<file path="src/rtc_pkg.sv">
// package: register map, fields and constants for the real-time clock
// Function
// - alarm high half vs two-second, low vs ticks
// - full match while enabled sets alarm flag
// - ignore bit excludes preset bit 0
// - alarm clear reads 1 when disabled, w1c
// - periodic clear reads 1 when disabled, w1c
// - period select doubles from 0.125 s
// - elapsed period sets periodic flag, interrupt
// - mode bits 5 and 4 enable modes
// - load high copies preset into day counter
// - load low copies preset into both counters
// - three read-only counters 16, 16, 14 bits
// - bit 2 selects crystal or RC source
// - bits 1, 0 power RC and crystal
// - bit 3 disables RC noise filter
// - bit 7 shows synchronised pin level
// - source switch done within half period
// - bias field picks drive current, resets 11
// - calibration counts system clocks over slow cycles
// - capture done flag w1c, gated interrupt
// - overflow tally, nonzero indicator, w1c clear
// - enable, paused status, two-cycle end extend
// - 13-bit RC trim, reset 1011h
package rtc_pkg;
  typedef logic [31:0] word_t;           // bus data word
  typedef logic [9:0]  adr_t;            // bus byte address
  typedef logic [7:0]  idx_t;            // register index
  // register indices, byte address is four times these
  localparam idx_t IDX_RC_TRIM  = 8'h2c;
  localparam idx_t IDX_XT_TUNE  = 8'h2e;
  localparam idx_t IDX_SLOW_CFG = 8'h2f;
  localparam idx_t IDX_FLAGS    = 8'h30;
  localparam idx_t IDX_MODE     = 8'h31;
  localparam idx_t IDX_PRESET   = 8'h34;
  localparam idx_t IDX_TICK     = 8'h38;
  localparam idx_t IDX_TWO      = 8'h3a;
  localparam idx_t IDX_DAY      = 8'h3c;
  localparam idx_t IDX_CAL_CNT  = 8'h50;
  localparam idx_t IDX_CAL_OV   = 8'h52;
  localparam idx_t IDX_CAL_CTRL = 8'h53;
  // field positions
  localparam int B_LOAD_HI = 7;          // mode: load day
  localparam int B_LOAD_LO = 6;          // mode: load counters
  localparam int B_CLR_ALM = 5;          // flags: alarm clear
  localparam int B_CLR_PER = 4;          // flags: periodic clear
  localparam int B_CAL_IF  = 15;         // cal count: done flag
  localparam int B_CAL_OV  = 14;         // cal count: overflow
  // reset values
  localparam logic [5:0]  MODE_RST  = 6'h02;   // period 0.5 s
  localparam logic [3:0]  CFG_RST   = 4'h2;    // RC on, crystal off
  localparam logic [7:0]  XTUNE_RST = 8'hc3;   // bias 11
  localparam logic [5:0]  CTRL_RST  = 6'h01;   // two cycles
  localparam logic [12:0] TRIM_RST  = 13'h1011;
  // timing
  localparam int SLOW_HZ       = 32768;
  localparam int PER_BASE_MS   = 125;
  localparam int PER_BASE_TICK = SLOW_HZ * PER_BASE_MS / 1000;
  localparam logic [15:0] TWO_LAST  = 16'd43199;
  localparam logic [11:0] CAL_EXTRA = 12'd2;
  localparam logic [11:0] CAL_TOTAL [8] = '{12'd1, 12'd2, 12'd4,
    12'd32, 12'd64, 12'd128, 12'd1024, 12'd2047};
endpackage

</file>
<file path="src/rtc_core.sv">
// real-time clock with slow clock control and calibration counter
`timescale 1ns/100ps
module rtc_core (
  input  wire logic         clk_i,      // system clock
  input  wire logic         rst_i,      // sync reset
  input  wire logic         ce_i,       // clock enable
  input  wire logic         cyc_i,      // wishbone cycle
  input  wire logic         stb_i,      // wishbone strobe
  input  wire logic         we_i,       // wishbone write
  input  wire rtc_pkg::adr_t adr_i,     // byte address
  input  wire logic [3:0]   sel_i,      // byte lanes
  input  wire rtc_pkg::word_t dat_i,    // write data
  output rtc_pkg::word_t    dat_o,      // read data
  output logic              ack_o,      // acknowledge
  input  wire logic         rc_clk_i,   // internal rc oscillator
  input  wire logic         xt_clk_i,   // crystal pin
  output logic              rc_power_o, // rc oscillator on
  output logic              xt_power_o, // crystal on
  output logic              src_sel_o,  // 1 crystal source
  output logic              filt_dis_o, // rc filter off
  output logic [1:0]        xt_bias_o,  // crystal drive
  output logic [3:0]        xt_cap_o,   // crystal load cap
  output logic [12:0]       rc_trim_o,  // rc trim value
  output logic              rtc_irq_o,  // alarm or periodic
  output logic              cal_irq_o   // capture done
);
  import rtc_pkg::*;

  // merge write data into old value per byte lane
  function automatic word_t merge(word_t o, word_t n, logic [3:0] s);
    word_t r;
    r = o;
    for (int i = 0; i < 4; i++) begin
      if (s[i]) begin
        r[i*8 +: 8] = n[i*8 +: 8];
      end
    end
    return r;
  endfunction

  // synchronisers, bit 0 rc, bit 1 crystal
  logic [1:0]  s1_reg, s2_reg, s3_reg;  // three sample stages
  logic [1:0]  s1_next, s2_next, s3_next;
  logic        rcf_reg, rcf_next;       // filtered rc level
  logic        lvl_reg, lvl_next;       // last selected level
  // time counters
  logic [15:0] tick_reg, tick_next;     // slow ticks
  logic [15:0] two_reg, two_next;       // two-second units
  logic [13:0] day_reg, day_next;       // days
  logic        upd_reg, upd_next;       // counters moved
  logic [31:0] pre_reg, pre_next;       // alarm preset
  // control and status
  logic [5:0]  mode_reg, mode_next;     // alm, per, ign, psel
  logic        alm_reg, alm_next;       // alarm match flag
  logic        per_reg, per_next;       // periodic flag
  logic [3:0]  cfg_reg, cfg_next;       // filt, xt, rc, xtp
  logic [7:0]  xtune_reg, xtune_next;   // cap and bias
  logic [12:0] trim_reg, trim_next;     // rc trim
  // calibration
  logic [5:0]  ctrl_reg, ctrl_next;     // end, en, ie, total
  logic [13:0] sys_reg, sys_next;       // running count
  logic [11:0] slw_reg, slw_next;       // slow cycles seen
  logic [13:0] cval_reg, cval_next;     // captured value
  logic        done_reg, done_next;     // capture done
  logic [7:0]  ov_reg, ov_next;         // overflow tally
  // bus and interrupts
  logic        ack_reg, ack_next;
  word_t       dat_reg, dat_next;
  logic        rirq_reg, rirq_next;
  logic        cirq_reg, cirq_next;

  // decoded helpers
  idx_t        idx;                     // word index
  logic        req;                     // new bus request
  logic        wr;                      // write this cycle
  logic        lvl;                     // selected slow level
  logic        tick_ev;                 // slow rising edge
  logic        alm_en, per_en, ign;     // mode fields
  logic [2:0]  psel;                    // period select
  logic [31:0] per_mask;                // period bit mask
  logic [31:0] cmp_mask;                // alarm compare mask
  logic        per_hit, alm_hit;        // mode events
  logic        cal_en;                  // calibration running
  logic [11:0] cal_end;                 // capture length
  logic        cap;                     // capture now
  logic        ovf;                     // counter overflow

  assign idx    = adr_i[9:2];
  assign req    = cyc_i && stb_i && !ack_reg;
  assign wr     = req && we_i;
  assign alm_en = mode_reg[5];
  assign per_en = mode_reg[4];
  assign ign    = mode_reg[3];
  assign psel   = mode_reg[2:0];
  assign cal_en = ctrl_reg[4];

  // source select, filter only on the rc path
  assign lvl = cfg_reg[2] ? s2_reg[1] : (cfg_reg[3] ? s2_reg[0] : rcf_reg);

  // count only when the selected source is powered
  assign tick_ev = lvl && !lvl_reg &&
                   (cfg_reg[2] ? cfg_reg[0] : cfg_reg[1]);

  // period mask doubles per code step
  assign per_mask = (32'(PER_BASE_TICK) << psel) - 32'h1;

  // bit 0 optionally left out of the alarm match
  assign cmp_mask = ign ? 32'hffff_fffe : 32'hffff_ffff;

  // alarm checked once per counter update
  assign alm_hit = alm_en && upd_reg &&
    ((({two_reg, tick_reg} ^ pre_reg) & cmp_mask) == 32'h0);

  // capture length with optional extension
  assign cal_end = CAL_TOTAL[ctrl_reg[2:0]] +
                   (ctrl_reg[5] ? CAL_EXTRA : 12'h0);
  assign cap = cal_en && tick_ev && (slw_reg + 12'h1 >= cal_end);
  assign ovf = cal_en && !cap && (sys_reg == 14'h3fff);

  // next-state logic for the whole block
  always_comb begin
    s1_next    = {xt_clk_i, rc_clk_i};
    s2_next    = s1_reg;
    s3_next    = s2_reg;
    rcf_next   = rcf_reg;
    lvl_next   = lvl;
    tick_next  = tick_reg;
    two_next   = two_reg;
    day_next   = day_reg;
    upd_next   = tick_ev;
    pre_next   = pre_reg;
    mode_next  = mode_reg;
    alm_next   = alm_reg;
    per_next   = per_reg;
    cfg_next   = cfg_reg;
    xtune_next = xtune_reg;
    trim_next  = trim_reg;
    ctrl_next  = ctrl_reg;
    sys_next   = sys_reg;
    slw_next   = slw_reg;
    cval_next  = cval_reg;
    done_next  = done_reg;
    ov_next    = ov_reg;
    ack_next   = req;
    dat_next   = dat_reg;
    per_hit    = 1'b0;

    // noise filter takes rc level after two equal samples
    if (s2_reg[0] == s3_reg[0]) begin
      rcf_next = s3_reg[0];
    end

    // cascaded counters
    if (tick_ev) begin
      tick_next = tick_reg + 16'h1;
      if (tick_reg == 16'hffff) begin
        if (two_reg >= TWO_LAST) begin
          two_next = 16'h0;
          day_next = day_reg + 14'h1;
        end else begin
          two_next = two_reg + 16'h1;
        end
      end
      per_hit = per_en &&
        (({two_next, tick_next} & per_mask) == 32'h0);
    end

    // register writes
    if (wr) begin
      unique case (idx)
        IDX_RC_TRIM: begin
          trim_next = 13'(merge({19'h0, trim_reg}, dat_i, sel_i));
        end
        IDX_XT_TUNE: begin
          if (sel_i[0]) begin
            xtune_next = dat_i[7:0] & 8'hf3;
          end
        end
        IDX_SLOW_CFG: begin
          if (sel_i[0]) begin
            cfg_next = dat_i[3:0];
          end
        end
        IDX_FLAGS: begin
          if (sel_i[0] && alm_en && dat_i[B_CLR_ALM]) begin
            alm_next = 1'b0;
          end
          if (sel_i[0] && per_en && dat_i[B_CLR_PER]) begin
            per_next = 1'b0;
          end
        end
        IDX_MODE: begin
          if (sel_i[0]) begin
            mode_next = dat_i[5:0];
            if (dat_i[B_LOAD_HI]) begin
              day_next = pre_reg[13:0];
            end
            if (dat_i[B_LOAD_LO]) begin
              two_next  = pre_reg[31:16];
              tick_next = pre_reg[15:0];
            end
          end
        end
        IDX_PRESET: begin
          pre_next = merge(pre_reg, dat_i, sel_i);
        end
        IDX_CAL_CNT: begin
          if (sel_i[1] && dat_i[B_CAL_IF]) begin
            done_next = 1'b0;
          end
          if (sel_i[1] && dat_i[B_CAL_OV]) begin
            ov_next = 8'h0;
          end
        end
        IDX_CAL_CTRL: begin
          if (sel_i[0]) begin
            ctrl_next = {dat_i[6:4], dat_i[2:0]};
          end
        end
        default: begin
        end
      endcase
    end

    // calibration counter
    if (!cal_en) begin
      sys_next = 14'h0;
      slw_next = 12'h0;
    end else begin
      sys_next = sys_reg + 14'h1;
      if (tick_ev) begin
        slw_next = slw_reg + 12'h1;
      end
      if (cap) begin
        cval_next = sys_reg;
        sys_next  = 14'h0;
        slw_next  = 12'h0;
      end
    end

    // hardware sets win over software clears
    ov_next   = ov_next + {7'h0, ovf};
    done_next = done_next || cap;
    alm_next  = alm_next || alm_hit;
    per_next  = per_next || per_hit;

    // interrupt levels follow the flags
    rirq_next = alm_next || per_next;
    cirq_next = done_next && ctrl_next[3];

    // read data, unmapped reads return zero
    if (req) begin
      unique case (idx)
        IDX_RC_TRIM:  dat_next = {19'h0, trim_reg};
        IDX_XT_TUNE:  dat_next = {24'h0, xtune_reg};
        IDX_SLOW_CFG: dat_next = {24'h0, s2_reg[1], 3'h0, cfg_reg};
        IDX_FLAGS:    dat_next = {24'h0, alm_reg, per_reg,
                                  !alm_en, !per_en, 4'h0};
        IDX_MODE:     dat_next = {26'h0, mode_reg};
        IDX_PRESET:   dat_next = pre_reg;
        IDX_TICK:     dat_next = {16'h0, tick_reg};
        IDX_TWO:      dat_next = {16'h0, two_reg};
        IDX_DAY:      dat_next = {18'h0, day_reg};
        IDX_CAL_CNT:  dat_next = {16'h0, done_reg, ov_reg != 8'h0,
                                  cval_reg};
        IDX_CAL_OV:   dat_next = {24'h0, ov_reg};
        IDX_CAL_CTRL: dat_next = {24'h0, 1'b0, ctrl_reg[5:3],
                                  !cal_en, ctrl_reg[2:0]};
        default:      dat_next = 32'h0;
      endcase
    end
  end

  // state registers, frozen while the clock enable is low
  always_ff @(posedge clk_i) begin
    if (rst_i) begin
      s1_reg    <= 2'h0;
      s2_reg    <= 2'h0;
      s3_reg    <= 2'h0;
      rcf_reg   <= 1'b0;
      lvl_reg   <= 1'b0;
      tick_reg  <= 16'h0;
      two_reg   <= 16'h0;
      day_reg   <= 14'h0;
      upd_reg   <= 1'b0;
      pre_reg   <= 32'h0;
      mode_reg  <= MODE_RST;
      alm_reg   <= 1'b0;
      per_reg   <= 1'b0;
      cfg_reg   <= CFG_RST;
      xtune_reg <= XTUNE_RST;
      trim_reg  <= TRIM_RST;
      ctrl_reg  <= CTRL_RST;
      sys_reg   <= 14'h0;
      slw_reg   <= 12'h0;
      cval_reg  <= 14'h0;
      done_reg  <= 1'b0;
      ov_reg    <= 8'h0;
      ack_reg   <= 1'b0;
      dat_reg   <= 32'h0;
      rirq_reg  <= 1'b0;
      cirq_reg  <= 1'b0;
    end else if (ce_i) begin
      s1_reg    <= s1_next;
      s2_reg    <= s2_next;
      s3_reg    <= s3_next;
      rcf_reg   <= rcf_next;
      lvl_reg   <= lvl_next;
      tick_reg  <= tick_next;
      two_reg   <= two_next;
      day_reg   <= day_next;
      upd_reg   <= upd_next;
      pre_reg   <= pre_next;
      mode_reg  <= mode_next;
      alm_reg   <= alm_next;
      per_reg   <= per_next;
      cfg_reg   <= cfg_next;
      xtune_reg <= xtune_next;
      trim_reg  <= trim_next;
      ctrl_reg  <= ctrl_next;
      sys_reg   <= sys_next;
      slw_reg   <= slw_next;
      cval_reg  <= cval_next;
      done_reg  <= done_next;
      ov_reg    <= ov_next;
      ack_reg   <= ack_next;
      dat_reg   <= dat_next;
      rirq_reg  <= rirq_next;
      cirq_reg  <= cirq_next;
    end
  end

  // outputs straight from flops
  assign dat_o      = dat_reg;
  assign ack_o      = ack_reg;
  assign rc_power_o = cfg_reg[1];
  assign xt_power_o = cfg_reg[0];
  assign src_sel_o  = cfg_reg[2];
  assign filt_dis_o = cfg_reg[3];
  assign xt_bias_o  = xtune_reg[1:0];
  assign xt_cap_o   = xtune_reg[7:4];
  assign rc_trim_o  = trim_reg;
  assign rtc_irq_o  = rirq_reg;
  assign cal_irq_o  = cirq_reg;
endmodule

</file>
<file path="config.mk">
export PLATFORM = sky130hd
export DESIGN_NAME = rtc_core
export DESIGN_NICKNAME = d
export VERILOG_FILES = /design/src/rtc_pkg.sv /design/src/rtc_core.sv
export SDC_FILE = /design/constraint.sdc
export NUM_CORES = 1
export LEC_CHECK = 0
export ABC_AREA = 1
export BUFFER_PORTS_ARGS = -buffer_cell sky130_fd_sc_hd__clkbuf_2
export CAP_MARGIN = 5
export CORE_MARGIN = 4
export CORE_UTILIZATION = 60
export CTS_BUF_LIST = sky130_fd_sc_hd__clkbuf_8
export DETAILED_ROUTE_END_ITERATION = 10
export PLACE_DENSITY = 0.85
export SLEW_MARGIN = 20
export SYNTH_ARGS = -nofsm -noshare
export SYNTH_HDL_FRONTEND = slang
export SYNTH_SLANG_ARGS = --single-unit
</file>
<file path="constraint.sdc">
create_clock -name clk_i -period 6.31 [get_ports clk_i]
set_input_delay 0.3155 -clock clk_i [delete_from_list [all_inputs] [get_ports clk_i]]
set_output_delay 0.3155 -clock clk_i [all_outputs]
set_load 0.01 [all_outputs]
</file>
; ---- After elaboration in Yosys (flattened, before gate mapping)
; Memories as Yosys holds them, arrays and structs flattened.
; Cells that the tools add are included.
[word_totals]
register_bits = 207
mem_bits_ro = 96
in_bits = 54
word_cells = 159
memories = 1
[classes]
n_addsub = 8
magnitude_cmp = 3
eq_ne = 16
shift = 1
mux = 49
bitwise = 4
n_reduce_logical = 46
[mem_list]
columns = memory, words, width, read_ports, rd_clocked_by_memory_dff, write_ports, line
row1 = (name not given), 8, 12, 1, 0, 0, rtc_core.sv:115  ; assign cal_end = CAL_TOTAL[ctrl_reg[2:0]] +
[op_table]
columns = operator, count
row1 = $pmux 32 s12, 1
row2 = $mux 16, 13
row3 = $mux 14, 9
row4 = $eq 8x6->1 const B, 9
row5 = $and 32x32->32, 2
row6 = $logic_not 32->1, 2
row7 = $mux 12, 5
row8 = $reduce_and 4->1, 10
row9 = $add 16x1->16 const B, 2
row10 = $shl 13x3->32 const A, 1
row11 = $sub 32x1->32 const B, 1
row12 = $xor 32x32->32, 1
row13 = $add 14x1->14 const B, 2
row14 = $eq 8x7->1 const B, 3
row15 = $mux 8, 3
row16 = $logic_and 1x1->1, 19
row17 = $eq 16x16->1 const B, 1
row18 = $ge 16x16->1 const B, 1
row19 = $eq 14x14->1 const B, 1
row20 = $mux 1, 14
row21 = $add 12x1->12 const B, 1
row22 = $add 12x2->12, 1
row23 = $ge 12x12->1, 1
row24 = $mux 4, 3
row25 = 11 further kinds, 21

; ---- Depth between registers and ports, before layout
[logic_depth]
word_depth = 11
mapped_depth = 27
mapped_depth_nobuf = 27

; ---- Worst setup path after synthesis
; Ideal clock, no wire load.
[synth_timing]
path_type = flip-flop to flip-flop
start = register ctrl_reg[0]
end = register ov_reg[6]
setup_time_ns = 0.119
t_arrival_ns = 3.467
t_required_ns = 6.191
slack_ns = 2.723
path_stages_with_launch = 26
synth_period_minus_slack_ns = 3.587
path_cell_list = dfxtp_1 > ha_1 > nand2_1 > nand2_1 > ha_1 > nand2_1 > or2_2 > nor2_1 > nor3_1 > a21oi_1 > ha_1 > nand2_1 > nor2_1 > nand3_1 > nand4_1 > nand2_1 > inv_2 > nor4_1 > ha_1 > ha_1 > nand4_1 > or2_2 > inv_1 > nand3_1 > o21ai_0 > a21oi_1
[synth_via]
elab_chain_len = 11
[synth_lines]
columns = item, line
row1 = from (decl), rtc_core.sv:60  ; logic [5:0] ctrl_reg, ctrl_next;
row2 = from (signal assigned), rtc_core.sv:320  ; ctrl_reg <= ctrl_next;
row3 = $not 3->4 (implied by the code), rtc_core.sv:115
row4 = $mem_v2 8x12, -
row5 = $mux 12 (implied by the code) (2 in series), rtc_core.sv:115
row6 = $add 12x2->12, rtc_core.sv:115
row7 = $ge 12x12->1, rtc_core.sv:117  ; assign cap = cal_en && tick_ev && (slw_reg + 12'h1 >= cal_end);
row8 = $logic_and 1x1->1, rtc_core.sv:117
row9 = $logic_not 1->1, rtc_core.sv:118  ; assign ovf = cal_en && !cap && (sys_reg == 14'h3fff);
row10 = $logic_and 1x1->1 (2 in series), rtc_core.sv:118
row11 = $add 8x1->8, rtc_core.sv:242  ; ov_next = ov_next + {7'h0, ovf};
row12 = to (signal assigned), rtc_core.sv:325  ; ov_reg <= ov_next;
row13 = to (decl), rtc_core.sv:65  ; logic [7:0] ov_reg, ov_next;
; Every way passes these cells. The select of a mux whose other input is x is not followed.
; A chain may end at the register's enable or synchronous reset.

; ---- Final worst setup path
; Same ends and word-level chain as after synthesis.

==> reports/qor.txt <==
Status -> finished clean
Area share of the largest cell type after synthesis -> 35.1%
DP HPWL -> 28.8 mm
Post-synthesis mux area share -> 0.0848%
Cell with the most instances after synthesis -> nand2_1
CP startpoint kind -> register
Root Buffer -> clkbuf_8
Total gr overflow -> 0
Tmin final -> 4430 ps
Compound-Gate Fraction of Synth Area -> 23.3%
Number of iterations in the first detailed-routing pass -> 5
Endpoint class of the critical path -> register
Max-Slew Margin vs Limit -> 32.7%
# IOs -> 112
Clock Skew -> 23.4 ps
Largest net degree at the start of global routing -> 91
Vias after detailed routing -> 12.9k
Layout cells sized above 1 -> 11.2%
Maximum clock rate -> 226 MHz
Syn_area_per_cell -> 6.70 um2
# setup viols final -> 0
Resized Gates After CTS -> 0
H-tree depth -> 2
Vias per std cell -> 6.05
Placed instance count -> 2,063
Layout Nets -> 1,921
Req. time, crit path -> 6750 ps
Placeable Area -> 0.0194 mm2
Starting DRC count in detailed routing -> 1,615
Initial core utilization -> 60.9%
Synth warnings -> 0
Setup CP Type -> register to register
Largest area contributor in the netlist -> dfxtp_1
Antenna diode instance count -> 0
Routability Congestion -> 1.09
Final WL -> 39.9 mm
Post-synthesis simple-gate area fraction -> 26.5%
Synth Flop Type -> dfxtp_1
DRC -> 0
CTS tree -> done
Die ar. -> 0.0220 mm2
PortBufs -> 109
Post-synth top cells -> nand2_1, a21oi_1, dfxtp_1, inv_1, nor2_1
Min-delay src -> dat_i[9]
Vias in the first global route -> 11.7k
Fin Setup TNS -> 0 ps
Worst Max-Slew Pin Slew -> 1010 ps
Worst Hold Endpoint -> pre_reg[9]$_SDFFE_PP0P_
Clock sinks -> 207
Hold path depth -> 3
Post-Synthesis Cells -> 1,762
Hold WC Path Type -> primary input to register
Longest Clk Path Bufs -> 3
CTS clock-pin slew for the worst setup and hold paths -> 70 ps
Unique masters post-synth -> 49
Std cell rows -> 51
GRT Total Usage -> 35.3%
Unrepaired setup endpoints after global routing -> false
EDFF count, synth -> 0
Synth area leaders -> dfxtp_1, nand2_1, a21oi_1
Synth Cell Area -> 0.0118 mm2
Die W -> 148 um
Global-route wire length before repair -> 62.5 mm
Setup bufs post-CTS -> 0
Max Slew Vio Count -> 0
CP arrival -> 4870 ps
Ys async rst share -> 0%
Final Non-Filler Cells -> 2,132
Reg2Reg Depth -> 25
Die span in y -> 148 um
Max Cap Viol -> 0
Sequential area share after synthesis -> 35.1%
R2r endpoint -> ov_reg[6]$_SDFFE_PP0P_
Largest family of logic cells by synthesized area -> simple AND/OR/NAND/NOR gates
Endpoints failing hold -> 0
Synth Area in XOR/XNOR -> 2.82%
Initial antenna violation count -> 0
WL/cell -> 18.7 um
Remaining antenna violation count -> 0
Yosys reg bits -> 207
Pwr Density -> 208 mW/mm2
CP Max Fanout -> 8
Max VDD drop -> 0.000186 V
Worst R2R Setup Slack -> 1880 ps
CTS buffer count -> 37
LEAKAGE -> 5.40 nW
Skew-Pair Late Insertion Delay -> 550 ps
Syn_nets -> 1,844
Final period util -> 70.2%
Area grow syn2layout -> 11.7%
Launch point of the worst reg-to-reg path -> ctrl_reg[0]$_SDFFE_PP1P_
Adder-Cell Fraction of Synth Area -> 2.97%
-- placed cells by master (no fill, tap or decap), types with 4 or more instances in the layout --
cell type,n
nor2_1,150
xor2_1,31
inv_2,10
nor3_1,20
xnor2_1,7
nand4_1,29
o22ai_1,35
a21oi_1,217
nand2_1,371
a211oi_1,18
o21ai_1,5
a221oi_1,28
buf_4,11
o211ai_1,30
o2111ai_1,4
clkbuf_8,41
clkbuf_2,108
nand3_1,113
clkinv_2,8
dfxtp_1,207
o21ai_0,125
ha_1,28
nor4_1,13
inv_1,202
nor2_2,10
-- worst max-delay path: stages (launching register included) --
cell,delay (ps)
dfxtp_1,480
ha_1,240
nand2_1,150
nand2_1,110
ha_1,170
nand2_1,70
or2_2,290
nor2_1,150
nor3_1,60
a21oi_1,190
ha_1,280
nand2_1,90
nor2_1,80
nand3_1,90
nand4_1,180
nand2_1,140
inv_2,110
nor4_1,190
ha_1,230
ha_1,200
nand4_1,130
or2_2,340
inv_1,70
nand3_1,80
o21ai_0,150
a21oi_1,60
-- logic make-up (layout without fill, tap and decap cells) --
logic type                 count (synthesis)  after routing
AOI/OAI and AO/OA                        481            481
xor gates and xnor gates                  38             38
adders and majority gates                 28             28
buffers and inverters                    282            387
DFF                                      207            207
muxes                                      1              1
and+or+nand+nor                          725            725
-- timing repair --
item,4_1_cts,5_1_grt
hold endpoints to repair,2,0
endpoints found under the setup margin,0,0
hold buffers,2,0
-- how the worst max path moves through the flow --
stage / cells past startpoint / endpoint / slack, ps / startpoint
2_1_floorplan: 25 / ov_reg[6]$_SDFFE_PP0P_ / 2720 / ctrl_reg[0]$_SDFFE_PP1P_
3_3_place_gp: 25 / ov_reg[6]$_SDFFE_PP0P_ / 2170 / ctrl_reg[0]$_SDFFE_PP1P_
3_5_place_dp: 25 / ov_reg[6]$_SDFFE_PP0P_ / 2000 / ctrl_reg[0]$_SDFFE_PP1P_
4_1_cts: 25 / ov_reg[6]$_SDFFE_PP0P_ / 1970 / ctrl_reg[0]$_SDFFE_PP1P_
5_1_grt: 19 / sys_reg[11]$_SDFFE_PP0P_ / 1550 / ctrl_reg[0]$_SDFFE_PP1P_
6_report: 25 / ov_reg[6]$_SDFFE_PP0P_ / 1880 / ctrl_reg[0]$_SDFFE_PP1P_
-- power by group --
group / switching, W / internal (W)
Clock: 0.000582 / 0.000686
Combinational: 0.000104 / 0.0000408
Sequential: 0.0000116 / 0.00132
Total: 0.000697 / 0.00204
-- final cells by class --
type	instances	area (um2)
Multi-Input combinational cell	1273	6580
Timing Repair Buffer	121	643
Clock buffer	41	564
Clock inverter	26	173
Fill cell	1762	6210
Inverter	199	749
Sequential cell	207	4140
Tap cell	265	332
-- per-layer routing --
metal | track usage (%) | vias up | wire length [um]
met4 | 18.0 | 0 | 2180
met1 | 46.0 | 5801 | 15500
li1 | - | 6131 | -
met3 | 7.19 | 160 | 4420
met2 | 55.7 | 813 | 17800
met5 | 0 | - | 0
-- metrics by stage --
step           instance area [um2]  power [W]  utilization [%]  setup slack (ps)  hold slack [ps]
3_3_place_gp                 12400    0.00149             64.1              2170              440
2_1_floorplan                11800    0.00144                -              2720              425
4_1_cts                      13200    0.00274             68.0              1970             13.8
3_5_place_dp                 12400    0.00149             64.1              2000              447
5_1_grt                      13200    0.00283             68.0              1550             35.1
6_report                     13200    0.00274             68.0              1880             20.4
(Power assumes the default switching activity.)
